$ cat src/rtl/shared_port_pkg.sv
package shared_port_pkg;

  // port widths
  localparam int TMR_W = 8;
  localparam int SER_W = 3;
  localparam int FRT_W = 8;
  localparam int ADDR_W = 16;
  localparam int DATA_W = 8;

  // register addresses
  localparam logic [ADDR_W-1:0] A_TMR_DDR = 16'hFFB5;
  localparam logic [ADDR_W-1:0] A_TMR_DR  = 16'hFFB7;
  localparam logic [ADDR_W-1:0] A_SER_DDR = 16'hFFB8;
  localparam logic [ADDR_W-1:0] A_FRT_DDR = 16'hFFB9;
  localparam logic [ADDR_W-1:0] A_SER_DR  = 16'hFFBA;
  localparam logic [ADDR_W-1:0] A_FRT_DR  = 16'hFFBB;

  // reset values, writable masks and read values
  localparam logic [DATA_W-1:0] RST_TMR   = 8'h00;
  localparam logic [DATA_W-1:0] RST_SER   = 8'hF8;
  localparam logic [DATA_W-1:0] RST_FRT   = 8'h00;
  localparam logic [DATA_W-1:0] MASK_ALL  = 8'hFF;
  localparam logic [DATA_W-1:0] MASK_SER  = 8'h07;
  localparam logic [DATA_W-1:0] RD_WO     = 8'hFF;
  localparam logic [DATA_W-1:0] RD_NONE   = 8'h00;

  // timer-shared port pin positions
  localparam int TMR_CLK0_BIT = 0;
  localparam int TMR_OUT0_BIT = 1;
  localparam int TMR_RST0_BIT = 2;
  localparam int TMR_CLK1_BIT = 3;
  localparam int TMR_OUT1_BIT = 4;
  localparam int TMR_RST1_BIT = 5;
  localparam int PWM0_BIT     = 6;
  localparam int PWM1_BIT     = 7;

  // serial-shared port pin positions
  localparam int SER_TX_BIT  = 0;
  localparam int SER_RX_BIT  = 1;
  localparam int SER_CLK_BIT = 2;

  // free-running-timer port pin positions
  localparam int FRT_CLK_BIT  = 0;
  localparam int FRT_CMA_BIT  = 1;
  localparam int FRT_CAP0_BIT = 2;
  localparam int FRT_CAP_N    = 4;
  localparam int FRT_CMB_BIT  = 6;
  localparam int FRT_EXT_INTERRUPT_SIX_BIT = 6;
  localparam int FRT_EXT_INTERRUPT_SEVEN_BIT = 7;

endpackage

$ cat src/rtl/port_latch_reg.sv
`timescale 1ns/1ps
module port_latch_reg #(
  parameter int                               W     = 8,
  parameter logic [W-1:0]                     RST   = '0,
  parameter logic [W-1:0]                     WMASK = '1
) (
  input  wire logic                           clk,
  input  wire logic                           arst_n,
  input  wire logic                           hw_clear,
  input  wire logic                           wr_en,
  input  wire logic [W-1:0]                   wdata,
  output logic      [W-1:0]                   q
);
  logic [W-1:0] q_ff;
  logic [W-1:0] nxt_q;

  // fixed bits always take their reset level
  assign nxt_q = hw_clear ? RST :
                 wr_en    ? ((wdata & WMASK) | (RST & ~WMASK)) : q_ff;
  assign q     = q_ff;

  always_ff @(posedge clk or negedge arst_n) begin
    if (!arst_n) begin
      q_ff <= RST;
    end else begin
      q_ff <= nxt_q;
    end
  end
endmodule // port_latch_reg

$ cat src/rtl/port_pin_mux.sv
`timescale 1ns/1ps
module port_pin_mux (
  input  wire logic ddr,
  input  wire logic dr,
  input  wire logic pin_in,
  input  wire logic per_use,
  input  wire logic per_oe,
  input  wire logic per_out,
  input  wire logic force_in,
  output logic      oe,
  output logic      out,
  output logic      rd,
  output logic      fed
);
  // peripheral owns the pin while its function is on
  assign oe  = force_in ? 1'b0 : (per_use ? per_oe : ddr);
  assign out = per_use ? per_out : dr;
  // latch for outputs, live level for inputs
  assign rd  = ddr ? dr : pin_in;
  assign fed = ddr ? dr : pin_in;
endmodule // port_pin_mux

$ cat src/rtl/shared_gpio_ports.sv
// Decided for this implementation: the address-and-strobe port.
`timescale 1ns/1ps
module shared_gpio_ports (
  input  wire logic                                CLK,
  input  wire logic                                ARST_N,
  input  wire logic [shared_port_pkg::ADDR_W-1:0]  ADDR,
  input  wire logic [shared_port_pkg::DATA_W-1:0]  WDATA,
  input  wire logic                                WR,
  input  wire logic                                RD,
  output logic      [shared_port_pkg::DATA_W-1:0]  RDATA,
  input  wire logic                                HW_STANDBY,
  input  wire logic                                SW_STANDBY,
  input  wire logic [shared_port_pkg::TMR_W-1:0]   TMR_PORT_IN,
  output logic      [shared_port_pkg::TMR_W-1:0]   TMR_PORT_OUT,
  output logic      [shared_port_pkg::TMR_W-1:0]   TMR_PORT_OE,
  input  wire logic [1:0]                          TMR_OUT_EN,
  input  wire logic [1:0]                          TMR_OUT_VAL,
  input  wire logic [1:0]                          PWM_OUT_EN,
  input  wire logic [1:0]                          PWM_OUT_VAL,
  output logic      [1:0]                          TMR_CLK_IN,
  output logic      [1:0]                          TMR_RST_IN,
  input  wire logic [shared_port_pkg::SER_W-1:0]   SER_PORT_IN,
  output logic      [shared_port_pkg::SER_W-1:0]   SER_PORT_OUT,
  output logic      [shared_port_pkg::SER_W-1:0]   SER_PORT_OE,
  input  wire logic                                SCI_TX_EN,
  input  wire logic                                SCI_TX_VAL,
  input  wire logic                                SCI_RX_EN,
  input  wire logic                                SCI_CLK_EN,
  input  wire logic                                SCI_CLK_DIR,
  input  wire logic                                SCI_CLK_VAL,
  output logic                                     SCI_RX_IN,
  output logic                                     SCI_CLK_IN,
  input  wire logic [shared_port_pkg::FRT_W-1:0]   FRT_PORT_IN,
  output logic      [shared_port_pkg::FRT_W-1:0]   FRT_PORT_OUT,
  output logic      [shared_port_pkg::FRT_W-1:0]   FRT_PORT_OE,
  input  wire logic                                FRT_CMA_EN,
  input  wire logic                                FRT_CMA_VAL,
  input  wire logic                                FRT_CMB_EN,
  input  wire logic                                FRT_CMB_VAL,
  input  wire logic [1:0]                          IRQ_EN,
  output logic                                     FRT_CLK_IN,
  output logic      [shared_port_pkg::FRT_CAP_N-1:0] FRT_CAP_IN,
  output logic      [1:0]                          EXT_IRQ_IN
);
  import shared_port_pkg::*;

  logic [DATA_W-1:0] tmr_ddr;
  logic [DATA_W-1:0] tmr_dr;
  logic [DATA_W-1:0] ser_ddr;
  logic [DATA_W-1:0] ser_dr;
  logic [DATA_W-1:0] frt_ddr;
  logic [DATA_W-1:0] frt_dr;
  logic [TMR_W-1:0]  tmr_use, tmr_pout, tmr_oe, tmr_out, tmr_rd, tmr_fed;
  logic [SER_W-1:0]  ser_use, ser_poe, ser_pout, ser_oe, ser_out, ser_rd;
  logic [FRT_W-1:0]  frt_use, frt_pout, frt_oe, frt_out, frt_rd, frt_fed;
  logic [DATA_W-1:0] nxt_rdata;
  logic [DATA_W-1:0] rdata_ff;
  logic [TMR_W-1:0]  tmr_oe_ff, tmr_out_ff;
  logic [SER_W-1:0]  ser_oe_ff, ser_out_ff;
  logic [FRT_W-1:0]  frt_oe_ff, frt_out_ff;
  logic [1:0]        tmr_clk_ff, tmr_rst_ff, irq_ff;
  logic              sci_rx_ff, sci_clk_ff, frt_clk_ff;
  logic [FRT_CAP_N-1:0] frt_cap_ff;
  logic [1:0]        nxt_irq;

  // peripheral pin ownership lives only outside both standby modes
  wire per_ok     = !SW_STANDBY && !HW_STANDBY;
  wire wr_tmr_ddr = WR && (ADDR == A_TMR_DDR);
  wire wr_tmr_dr  = WR && (ADDR == A_TMR_DR);
  wire wr_ser_ddr = WR && (ADDR == A_SER_DDR);
  wire wr_ser_dr  = WR && (ADDR == A_SER_DR);
  wire wr_frt_ddr = WR && (ADDR == A_FRT_DDR);
  wire wr_frt_dr  = WR && (ADDR == A_FRT_DR);

  // registers; hardware standby clears them like reset
  port_latch_reg #(.W(DATA_W), .RST(RST_TMR), .WMASK(MASK_ALL)) u_tmr_ddr (
    .clk(CLK), .arst_n(ARST_N), .hw_clear(HW_STANDBY),
    .wr_en(wr_tmr_ddr), .wdata(WDATA), .q(tmr_ddr));
  port_latch_reg #(.W(DATA_W), .RST(RST_TMR), .WMASK(MASK_ALL)) u_tmr_dr (
    .clk(CLK), .arst_n(ARST_N), .hw_clear(HW_STANDBY),
    .wr_en(wr_tmr_dr), .wdata(WDATA), .q(tmr_dr));
  port_latch_reg #(.W(DATA_W), .RST(RST_SER), .WMASK(MASK_SER)) u_ser_ddr (
    .clk(CLK), .arst_n(ARST_N), .hw_clear(HW_STANDBY),
    .wr_en(wr_ser_ddr), .wdata(WDATA), .q(ser_ddr));
  port_latch_reg #(.W(DATA_W), .RST(RST_SER), .WMASK(MASK_SER)) u_ser_dr (
    .clk(CLK), .arst_n(ARST_N), .hw_clear(HW_STANDBY),
    .wr_en(wr_ser_dr), .wdata(WDATA), .q(ser_dr));
  port_latch_reg #(.W(DATA_W), .RST(RST_FRT), .WMASK(MASK_ALL)) u_frt_ddr (
    .clk(CLK), .arst_n(ARST_N), .hw_clear(HW_STANDBY),
    .wr_en(wr_frt_ddr), .wdata(WDATA), .q(frt_ddr));
  port_latch_reg #(.W(DATA_W), .RST(RST_FRT), .WMASK(MASK_ALL)) u_frt_dr (
    .clk(CLK), .arst_n(ARST_N), .hw_clear(HW_STANDBY),
    .wr_en(wr_frt_dr), .wdata(WDATA), .q(frt_dr));

  // peripheral ownership per pin
  always_comb begin
    tmr_use = '0;
    tmr_pout = '0;
    tmr_use[TMR_OUT0_BIT]  = TMR_OUT_EN[0] && per_ok;
    tmr_use[TMR_OUT1_BIT]  = TMR_OUT_EN[1] && per_ok;
    tmr_use[PWM0_BIT]      = PWM_OUT_EN[0] && per_ok;
    tmr_use[PWM1_BIT]      = PWM_OUT_EN[1] && per_ok;
    tmr_pout[TMR_OUT0_BIT] = TMR_OUT_VAL[0];
    tmr_pout[TMR_OUT1_BIT] = TMR_OUT_VAL[1];
    tmr_pout[PWM0_BIT]     = PWM_OUT_VAL[0];
    tmr_pout[PWM1_BIT]     = PWM_OUT_VAL[1];
  end

  always_comb begin
    ser_use = '0;
    ser_poe = '0;
    ser_pout = '0;
    ser_use[SER_TX_BIT]   = SCI_TX_EN && per_ok;
    ser_poe[SER_TX_BIT]   = 1'b1;
    ser_pout[SER_TX_BIT]  = SCI_TX_VAL;
    ser_use[SER_RX_BIT]   = SCI_RX_EN && per_ok;
    ser_use[SER_CLK_BIT]  = SCI_CLK_EN && per_ok;
    ser_poe[SER_CLK_BIT]  = SCI_CLK_DIR;
    ser_pout[SER_CLK_BIT] = SCI_CLK_VAL;
  end

  always_comb begin
    frt_use = '0;
    frt_pout = '0;
    frt_use[FRT_CMA_BIT]  = FRT_CMA_EN && per_ok;
    frt_use[FRT_CMB_BIT]  = FRT_CMB_EN && per_ok;
    frt_pout[FRT_CMA_BIT] = FRT_CMA_VAL;
    frt_pout[FRT_CMB_BIT] = FRT_CMB_VAL;
  end

  // one pin cell per bit
  genvar gi;
  generate
    for (gi = 0; gi < TMR_W; gi++) begin : g_tmr
      port_pin_mux u_pin (
        .ddr(tmr_ddr[gi]), .dr(tmr_dr[gi]), .pin_in(TMR_PORT_IN[gi]),
        .per_use(tmr_use[gi]), .per_oe(1'b1), .per_out(tmr_pout[gi]),
        .force_in(HW_STANDBY), .oe(tmr_oe[gi]), .out(tmr_out[gi]),
        .rd(tmr_rd[gi]), .fed(tmr_fed[gi]));
    end
    for (gi = 0; gi < SER_W; gi++) begin : g_ser
      port_pin_mux u_pin (
        .ddr(ser_ddr[gi]), .dr(ser_dr[gi]), .pin_in(SER_PORT_IN[gi]),
        .per_use(ser_use[gi]), .per_oe(ser_poe[gi]), .per_out(ser_pout[gi]),
        .force_in(HW_STANDBY), .oe(ser_oe[gi]), .out(ser_out[gi]),
        .rd(ser_rd[gi]), .fed());
    end
    for (gi = 0; gi < FRT_W; gi++) begin : g_frt
      port_pin_mux u_pin (
        .ddr(frt_ddr[gi]), .dr(frt_dr[gi]), .pin_in(FRT_PORT_IN[gi]),
        .per_use(frt_use[gi]), .per_oe(1'b1), .per_out(frt_pout[gi]),
        .force_in(HW_STANDBY), .oe(frt_oe[gi]), .out(frt_out[gi]),
        .rd(frt_rd[gi]), .fed(frt_fed[gi]));
    end
  endgenerate

  // read mux; direction registers read back as all ones
  wire [DATA_W-1:0] ser_rd_word = (RST_SER & ~MASK_SER) | {{(DATA_W-SER_W){1'b0}}, ser_rd};
  assign nxt_rdata = (ADDR == A_TMR_DR)  ? tmr_rd :
                     (ADDR == A_SER_DR)  ? ser_rd_word :
                     (ADDR == A_FRT_DR)  ? frt_rd :
                     (ADDR == A_TMR_DDR) ? RD_WO :
                     (ADDR == A_SER_DDR) ? RD_WO :
                     (ADDR == A_FRT_DDR) ? RD_WO : RD_NONE;

  // interrupt lines idle high when their enable is off
  assign nxt_irq[0] = IRQ_EN[0] ? frt_fed[FRT_EXT_INTERRUPT_SIX_BIT] : 1'b1;
  assign nxt_irq[1] = IRQ_EN[1] ? frt_fed[FRT_EXT_INTERRUPT_SEVEN_BIT] : 1'b1;

  always_ff @(posedge CLK or negedge ARST_N) begin
    if (!ARST_N) begin
      rdata_ff <= RD_NONE;
    end else begin
      rdata_ff <= RD ? nxt_rdata : RD_NONE;
    end
  end

  always_ff @(posedge CLK or negedge ARST_N) begin
    if (!ARST_N) begin
      tmr_oe_ff  <= '0;
      tmr_out_ff <= '0;
      ser_oe_ff  <= '0;
      ser_out_ff <= '0;
      frt_oe_ff  <= '0;
      frt_out_ff <= '0;
    end else begin
      tmr_oe_ff  <= tmr_oe;
      tmr_out_ff <= tmr_out;
      ser_oe_ff  <= ser_oe;
      ser_out_ff <= ser_out;
      frt_oe_ff  <= frt_oe;
      frt_out_ff <= frt_out;
    end
  end

  always_ff @(posedge CLK or negedge ARST_N) begin
    if (!ARST_N) begin
      tmr_clk_ff <= '0;
      tmr_rst_ff <= '0;
      sci_rx_ff  <= 1'b1;
      sci_clk_ff <= 1'b0;
      frt_clk_ff <= 1'b0;
      frt_cap_ff <= '0;
      irq_ff     <= 2'h3;
    end else begin
      tmr_clk_ff <= {tmr_fed[TMR_CLK1_BIT], tmr_fed[TMR_CLK0_BIT]};
      tmr_rst_ff <= {tmr_fed[TMR_RST1_BIT], tmr_fed[TMR_RST0_BIT]};
      sci_rx_ff  <= SER_PORT_IN[SER_RX_BIT];
      sci_clk_ff <= SER_PORT_IN[SER_CLK_BIT];
      frt_clk_ff <= frt_fed[FRT_CLK_BIT];
      frt_cap_ff <= frt_fed[FRT_CAP0_BIT +: FRT_CAP_N];
      irq_ff     <= nxt_irq;
    end
  end

  assign RDATA        = rdata_ff;
  assign TMR_PORT_OE  = tmr_oe_ff;
  assign TMR_PORT_OUT = tmr_out_ff;
  assign SER_PORT_OE  = ser_oe_ff;
  assign SER_PORT_OUT = ser_out_ff;
  assign FRT_PORT_OE  = frt_oe_ff;
  assign FRT_PORT_OUT = frt_out_ff;
  assign TMR_CLK_IN   = tmr_clk_ff;
  assign TMR_RST_IN   = tmr_rst_ff;
  assign SCI_RX_IN    = sci_rx_ff;
  assign SCI_CLK_IN   = sci_clk_ff;
  assign FRT_CLK_IN   = frt_clk_ff;
  assign FRT_CAP_IN   = frt_cap_ff;
  assign EXT_IRQ_IN   = irq_ff;
endmodule // shared_gpio_ports

$ cat config.mk
export PLATFORM = sky130hd
export DESIGN_NAME = shared_gpio_ports
export DESIGN_NICKNAME = d
export VERILOG_FILES = /design/src/rtl/shared_port_pkg.sv /design/src/rtl/port_latch_reg.sv /design/src/rtl/port_pin_mux.sv /design/src/rtl/shared_gpio_ports.sv
export SDC_FILE = /design/constraint.sdc
export NUM_CORES = 1
export LEC_CHECK = 0
export CORE_UTILIZATION = 35
export CTS_CLUSTER_SIZE = 10
export DETAILED_ROUTE_END_ITERATION = 10
export DONT_BUFFER_PORTS = 1
export GPL_ROUTABILITY_DRIVEN = 0
export GPL_TIMING_DRIVEN = 1
export PLACE_DENSITY = 0.5
export REMOVE_ABC_BUFFERS = 1
export SLEW_MARGIN = 20
export SYNTH_ARGS = -nofsm -noshare
export SYNTH_HDL_FRONTEND = slang
export SYNTH_SLANG_ARGS = --single-unit
export TNS_END_PERCENT = 50
$ cat constraint.sdc
create_clock -name CLK -period 2.2 [get_ports CLK]
set_input_delay 0.33 -clock CLK [delete_from_list [all_inputs] [get_ports CLK]]
set_output_delay 0.33 -clock CLK [all_outputs]
set_load 0.005 [all_outputs]
==> After elaboration in Yosys (flattened, before gate mapping) <==
Index checks and enable logic that the tools add are counted.
W data, S select, Z words.
{ "word_totals": {"ff_bits": 97, "word_cells": 127, "inputBits": 69} }
{ "op_classes": {"eq_ne": 6, "n_reduce_logical": 24, "n_mux": 77} }
{ "op_table": {"columns": ["op", "count"], "rows": [
  ["$mux W8", 15],
  ["$eq A16 B16 Y1 const B", 6],
  ["$mux W1", 58],
  ["$logic_and A1 B1 Y1", 16],
  ["$mux W3", 4],
  ["$reduce_bool A2 Y1", 6],
  ["$logic_not A1 Y1", 2]
]} }

==> Logic depth before layout (Yosys ltp) <==
{ "logic_depth": {"depth_word": 8, "depth_mapped": 6, "depth_no_buf": 4} }

==> By module <==
Synthesis repeated with hierarchy kept, for this count alone.
{ "unflattened": {"hier_cells": 364, "area_unflattened_um2": 4498.1} }
{ "by_module_without_submodules": {"columns": ["mod", "cells_per_inst", "seq_area_each_um2", "instances", "area_each_um2"], "rows": [
  ["shared_gpio_ports", 135, 1480.2, 1, 1906.8],
  ["port_latch_reg (u_frt_ddr ...)", 26, 200.2, 4, 325.3],
  ["port_pin_mux", 5, 0.0, 19, 51.3],
  ["port_latch_reg (u_ser_ddr ...)", 15, 75.1, 2, 157.7]
]} }

==> Worst setup path before layout <==
No wires, ideal clock.
{ "synth_path": {"kind": "input to register", "start": "input port ADDR[14] (netlist bit)", "end": "register u_frt_dr.q_ff[0], in the netlist u_frt_dr.q[0]", "setup_slack_ns": 0.848, "t_required_ns": 2.072, "t_arrival_ns": 1.223, "setup_ns": 0.128, "path_buffers": 0, "stages": 4, "path_cell_list": "nand4_1 nor3_4 nand3_4 mux2i_1"} }
{ "synth_between": {"elab_chain_len": 3} }
{ "synth_rtl": {"columns": ["element", "line_no", "source"], "rows": [
  ["start, declared", "shared_gpio_ports.sv:6", "input wire logic [shared_port_pkg::ADDR_W-1:0] ADDR,"],
  ["$eq A16 B16 Y1", "shared_gpio_ports.sv:73", "wire wr_frt_dr = WR && (ADDR == A_FRT_DR);"],
  ["$logic_and A1 B1 Y1", "shared_gpio_ports.sv:73", null],
  ["$reduce_bool A2 Y1 (no line)", null, null],
  ["end signal, assigned", "port_latch_reg.sv:26", "q_ff <= nxt_q;"],
  ["end, declared", "port_latch_reg.sv:14", "logic [W-1:0] q_ff;"]
]} }
No other way between the ends.
A chain may end at the register's enable or synchronous reset.

==> Worst setup path in the final report <==
{ "layout_path": {"start": "input port ADDR[6] (netlist bit)", "end": "register u_frt_ddr.q_ff[2], in the netlist u_frt_ddr.q[2]"} }
{ "layout_between": {"elab_chain_len": 3} }
{ "layout_rtl": {"columns": ["element", "line_no", "source"], "rows": [
  ["$eq A16 B16 Y1", "shared_gpio_ports.sv:72", "wire wr_frt_ddr = WR && (ADDR == A_FRT_DDR);"],
  ["$logic_and A1 B1 Y1", "shared_gpio_ports.sv:72", null],
  ["$reduce_bool A2 Y1 (no line)", null, null],
  ["end signal, assigned", "port_latch_reg.sv:26", null],
  ["end, declared", "port_latch_reg.sv:14", null]
]} }
No other way between the ends.

==> run_summary.xml <==
<?xml version="1.0" encoding="UTF-8"?>
<metrics>
  <group name="outcome">
    <metric name="run_status" unit="">finished with violations</metric>
    <metric name="violations" unit="">hold timing</metric>
  </group>
  <group name="sta">
    <metric name="hold-worst-slack" unit="ps">-318.8</metric>
    <metric name="worst_clock_skew" unit="ps">6.676</metric>
    <metric name="rsz0062_at_grt" unit="">no</metric>
    <metric name="timing.slew.headroom" unit="%">55.33</metric>
    <metric name="fin_setup_tns" unit="ps">0</metric>
    <metric name="maximum_frequency_from_static_timing_analysis" unit="MHz">717.0</metric>
    <metric name="transition_time_at_the_pin_with_the_least_slew_margin" unit="ps">664.5</metric>
    <metric name="timing_max_transition_violations_final" unit="">0</metric>
    <metric name="setup_viol" unit="">0</metric>
    <metric name="hold_violations" unit="">97</metric>
    <metric name="min_period" unit="ps">1395</metric>
    <metric name="final.setup.worst_slack" unit="ps">805.2</metric>
    <metric name="min_period_over_period" unit="%">63.40</metric>
  </group>
  <group name="synthesis">
    <metric name="synth_enable_flop_cells" unit="">0</metric>
    <metric name="postSynth.topFlopCell" unit="">sky130_fd_sc_hd__dfrtp_1</metric>
    <metric name="share_of_synthesized_registers_carrying_an_async_set_or_reset" unit="%">100.0</metric>
    <metric name="yosysWarnings" unit="">0</metric>
    <metric name="avgSynthCellArea" unit="sq um">12.47</metric>
    <metric name="synth_cell_types" unit="">41</metric>
    <metric name="synthesis.instances" unit="">324</metric>
    <metric name="syn_std_cell_area" unit="sq um">4040</metric>
    <metric name="synth-seq-cells" unit="">97</metric>
    <metric name="seq_area_frac_synth" unit="%">60.17</metric>
  </group>
  <group name="cells_and_area">
    <metric name="design_area" unit="sq um">4481</metric>
    <metric name="post_layout_nonfiller_instances" unit="">474</metric>
    <metric name="final_cell_mix" unit="">sky130_fd_sc_hd__dfrtp_1 (94), sky130_fd_sc_hd__nand2b_1 (40), sky130_fd_sc_hd__mux2i_1 (35)</metric>
    <metric name="layout.nets" unit="">398</metric>
    <metric name="multi_input_comb_area" unit="sq um">1538</metric>
    <metric name="mostFrequentLayoutCell" unit="">sky130_fd_sc_hd__dfrtp_1</metric>
    <metric name="fill_cells" unit="">1071</metric>
    <metric name="insertedDiodeCount" unit="">0</metric>
    <metric name="syn_to_final_growth" unit="%">10.90</metric>
    <metric name="seqCellArea" unit="sq um">2431</metric>
    <metric name="drive_above_1_share" unit="%">15.87</metric>
    <metric name="final_core_utilization" unit="%">40.62</metric>
  </group>
  <group name="drt">
    <metric name="iteration_0_drc_markers" unit="">109</metric>
    <metric name="remaining_drc_errors" unit="">0</metric>
    <metric name="wl_per_cell" unit="microns">21.12</metric>
    <metric name="routed_wirelength" unit="microns">10010</metric>
    <metric name="antenna_violating_nets_post_route" unit="">0</metric>
    <metric name="drt-vias-per-instance" unit="">5.291</metric>
    <metric name="vias" unit="">2508</metric>
    <metric name="drt_first_pass_iters" unit="">4</metric>
  </group>
  <group name="floorplan">
    <metric name="floorplan.die_area" unit="sq um">11980</metric>
    <metric name="placementRows" unit="">38</metric>
    <metric name="die_outline_width" unit="microns">109.4</metric>
    <metric name="initial_core_util" unit="%">36.63</metric>
    <metric name="vertical_die_dimension" unit="microns">109.4</metric>
    <metric name="floorplan.core_area" unit="sq um">11030</metric>
    <metric name="num_io_pins" unit="">128</metric>
  </group>
  <group name="setup_path">
    <metric name="r2r_slack" unit="ps">960</metric>
    <metric name="timing.critical_path.max_delay_family" unit="">simple AND/OR/NAND/NOR gates</metric>
    <metric name="worstPathBufferInverterCount" unit="">0</metric>
    <metric name="timing.rr.end" unit="">RDATA[0]</metric>
    <metric name="crit_fanout" unit="">10</metric>
    <metric name="crit_type" unit="">primary input to flip-flop</metric>
    <metric name="timing.critical_path.to_type" unit="">flip-flop</metric>
    <metric name="timing.critical_path.from_type" unit="">primary input</metric>
    <metric name="slowest_stage" unit="">sky130_fd_sc_hd__or2_0</metric>
    <metric name="slowest_delay" unit="ps">550</metric>
    <metric name="timing.critical_path.required" unit="ps">2460</metric>
    <metric name="crit-reg2reg-launch" unit="">u_frt_dr.q[0]</metric>
    <metric name="critical_path_arrival" unit="ps">1650</metric>
    <metric name="path_cells" unit="">and4b_1, nand3_2, or2_0, o21ai_1</metric>
    <metric name="worstRegToRegCells" unit="">4</metric>
  </group>
  <group name="placed_design">
    <metric name="dp_worst_setup_slack" unit="ps">412.0</metric>
    <metric name="numPlacedInstances" unit="">457</metric>
    <metric name="io_buffer_count" unit="">0</metric>
    <metric name="placed_area" unit="sq um">4193</metric>
    <metric name="hpwlAfterDp" unit="microns">6845</metric>
  </group>
  <group name="clocking">
    <metric name="cts_setup_buffers" unit="">0</metric>
    <metric name="clk-insertion-delay-late" unit="ps">340</metric>
    <metric name="cts-htree-levels" unit="">3</metric>
    <metric name="tritoncts" unit="">done</metric>
    <metric name="numClockSinks" unit="">97</metric>
    <metric name="cts.root.buffer_cell" unit="">sky130_fd_sc_hd__clkbuf_16</metric>
    <metric name="post_cts_resized" unit="">0</metric>
    <metric name="cts_hold_buf" unit="">1</metric>
    <metric name="path_clk_slew" unit="ps">70</metric>
    <metric name="clock_tree.buffer_depth" unit="">2</metric>
    <metric name="cts_made_buffers" unit="">9</metric>
  </group>
  <group name="global_route">
    <metric name="overflow" unit="">0</metric>
    <metric name="grt_max_degree" unit="">98</metric>
    <metric name="number_of_antenna_violations_at_the_first_check_in_global_routing" unit="">0</metric>
    <metric name="track_usage" unit="%">17.66</metric>
    <metric name="grt_pass1_wl" unit="microns">15210</metric>
    <metric name="grt_pass1_vias" unit="">2670</metric>
  </group>
  <group name="power">
    <metric name="power" unit="mW">3.406</metric>
    <metric name="p_seq_share" unit="%">53.3</metric>
    <metric name="irDropWorstVdd" unit="uV">353.0</metric>
    <metric name="clock_power_share" unit="%">43.5</metric>
    <metric name="combinational_fraction_of_design_power" unit="%">3.2</metric>
    <metric name="power.leakage" unit="nW">2.124</metric>
    <metric name="internal-power" unit="mW">2.637</metric>
    <metric name="power.switching" unit="mW">0.7688</metric>
    <metric name="sw_frac_of_total" unit="%">22.57</metric>
    <metric name="power.density" unit="nW/um^2">760.2</metric>
  </group>
  <group name="run">
    <metric name="timing.max_cap.violations" unit="">0</metric>
  </group>
  <group name="hold_path">
    <metric name="min_path_type" unit="">primary input to async pin</metric>
  </group>
</metrics>
-- power by group through the flow --
stage	Sequential, mW	Clock (mW)	Combinational (mW)
5_1_grt	1.82	1.61	0.119
6_report	1.82	1.48	0.108
4_1_cts	1.82	1.53	0.111
3_5_place_dp	1.85	0	0.109
2_1_floorplan	1.85	0	0.0826
3_3_place_gp	1.85	0	0.109
-- how the worst max path moves through the flow --
stage	startpoint	endpoint	slack, ps	depth (start not counted)
after global placement	ADDR[6]	u_frt_ddr.q[2]	390	4
after floorplan	ADDR[3]	u_frt_ddr.q[0]	740	4
final	ADDR[6]	u_frt_ddr.q[2]	810	4
after detailed placement	ADDR[6]	u_frt_ddr.q[2]	410	4
after global routing	ADDR[6]	u_frt_ddr.q[6]	700	4
after CTS	ADDR[6]	u_frt_ddr.q[2]	760	4
-- cells by family (layout without fill, tap and decap cells) --
logic type	count (synthesis)	in the layout	share of synthesized area (%)
multiplexers	56	56	14.52
flip-flops	97	97	60.17
AO/OA/AOI/OAI	48	48	6.504
AND/OR/NAND/NOR	106	106	17.03
buffers and inverters	17	27	1.765
-- state kept, by name (all words and copies together), names as in the netlist, 4 cells and up --
register and cells:
u_tmr_dr.q 8, u_tmr_ddr.q 8, u_frt_dr.q 8, TMR_PORT_OE 8, FRT_PORT_OE 8, RDATA 8, FRT_PORT_OUT 8, FRT_CAP_IN 4
TMR_PORT_OUT 8, u_frt_ddr.q 8
-- layer usage --
metal | global-route usage [%] | routed length (microns) | vias up
li1 | - | - | 1133
met1 | 22.72 | 4246 | 1268
met2 | 28.21 | 4876 | 95
met3 | 4.624 | 719 | 12
met4 | 7.238 | 169 | 0
met5 | 0 | 0 | -
-- area by class of cell --
type	count	share of cell area [%]
clock inverter	7	1.173
inverter	7	0.5864
tap	140	3.910
clock buffer	9	5.027
sequential	97	54.26
timing repair buffer	4	0.7261
multi-input combinational	210	34.32
-- cells in the mapped netlist, types with 3 or more instances --
master	n	area (sq um)
sky130_fd_sc_hd__o21ai_0	17	85.08
sky130_fd_sc_hd__nor2_1	10	37.54
sky130_fd_sc_hd__mux2i_1	35	350.3
sky130_fd_sc_hd__dfrtp_1	94	2352
sky130_fd_sc_hd__nand4_1	3	18.77
sky130_fd_sc_hd__mux2_2	21	236.5
sky130_fd_sc_hd__a21oi_1	15	75.07
sky130_fd_sc_hd__inv_1	6	22.52
sky130_fd_sc_hd__nand2b_1	40	250.2
sky130_fd_sc_hd__nand2_1	16	60.06
sky130_fd_sc_hd__nor3_1	5	25.02
sky130_fd_sc_hd__nand4b_1	3	26.28
sky130_fd_sc_hd__dfstp_2	3	78.83
sky130_fd_sc_hd__clkbuf_1	6	22.52
sky130_fd_sc_hd__o21ai_1	8	40.04
sky130_fd_sc_hd__nor2b_1	11	68.82
No activity file was read; power rests on OpenSTA's default activity.
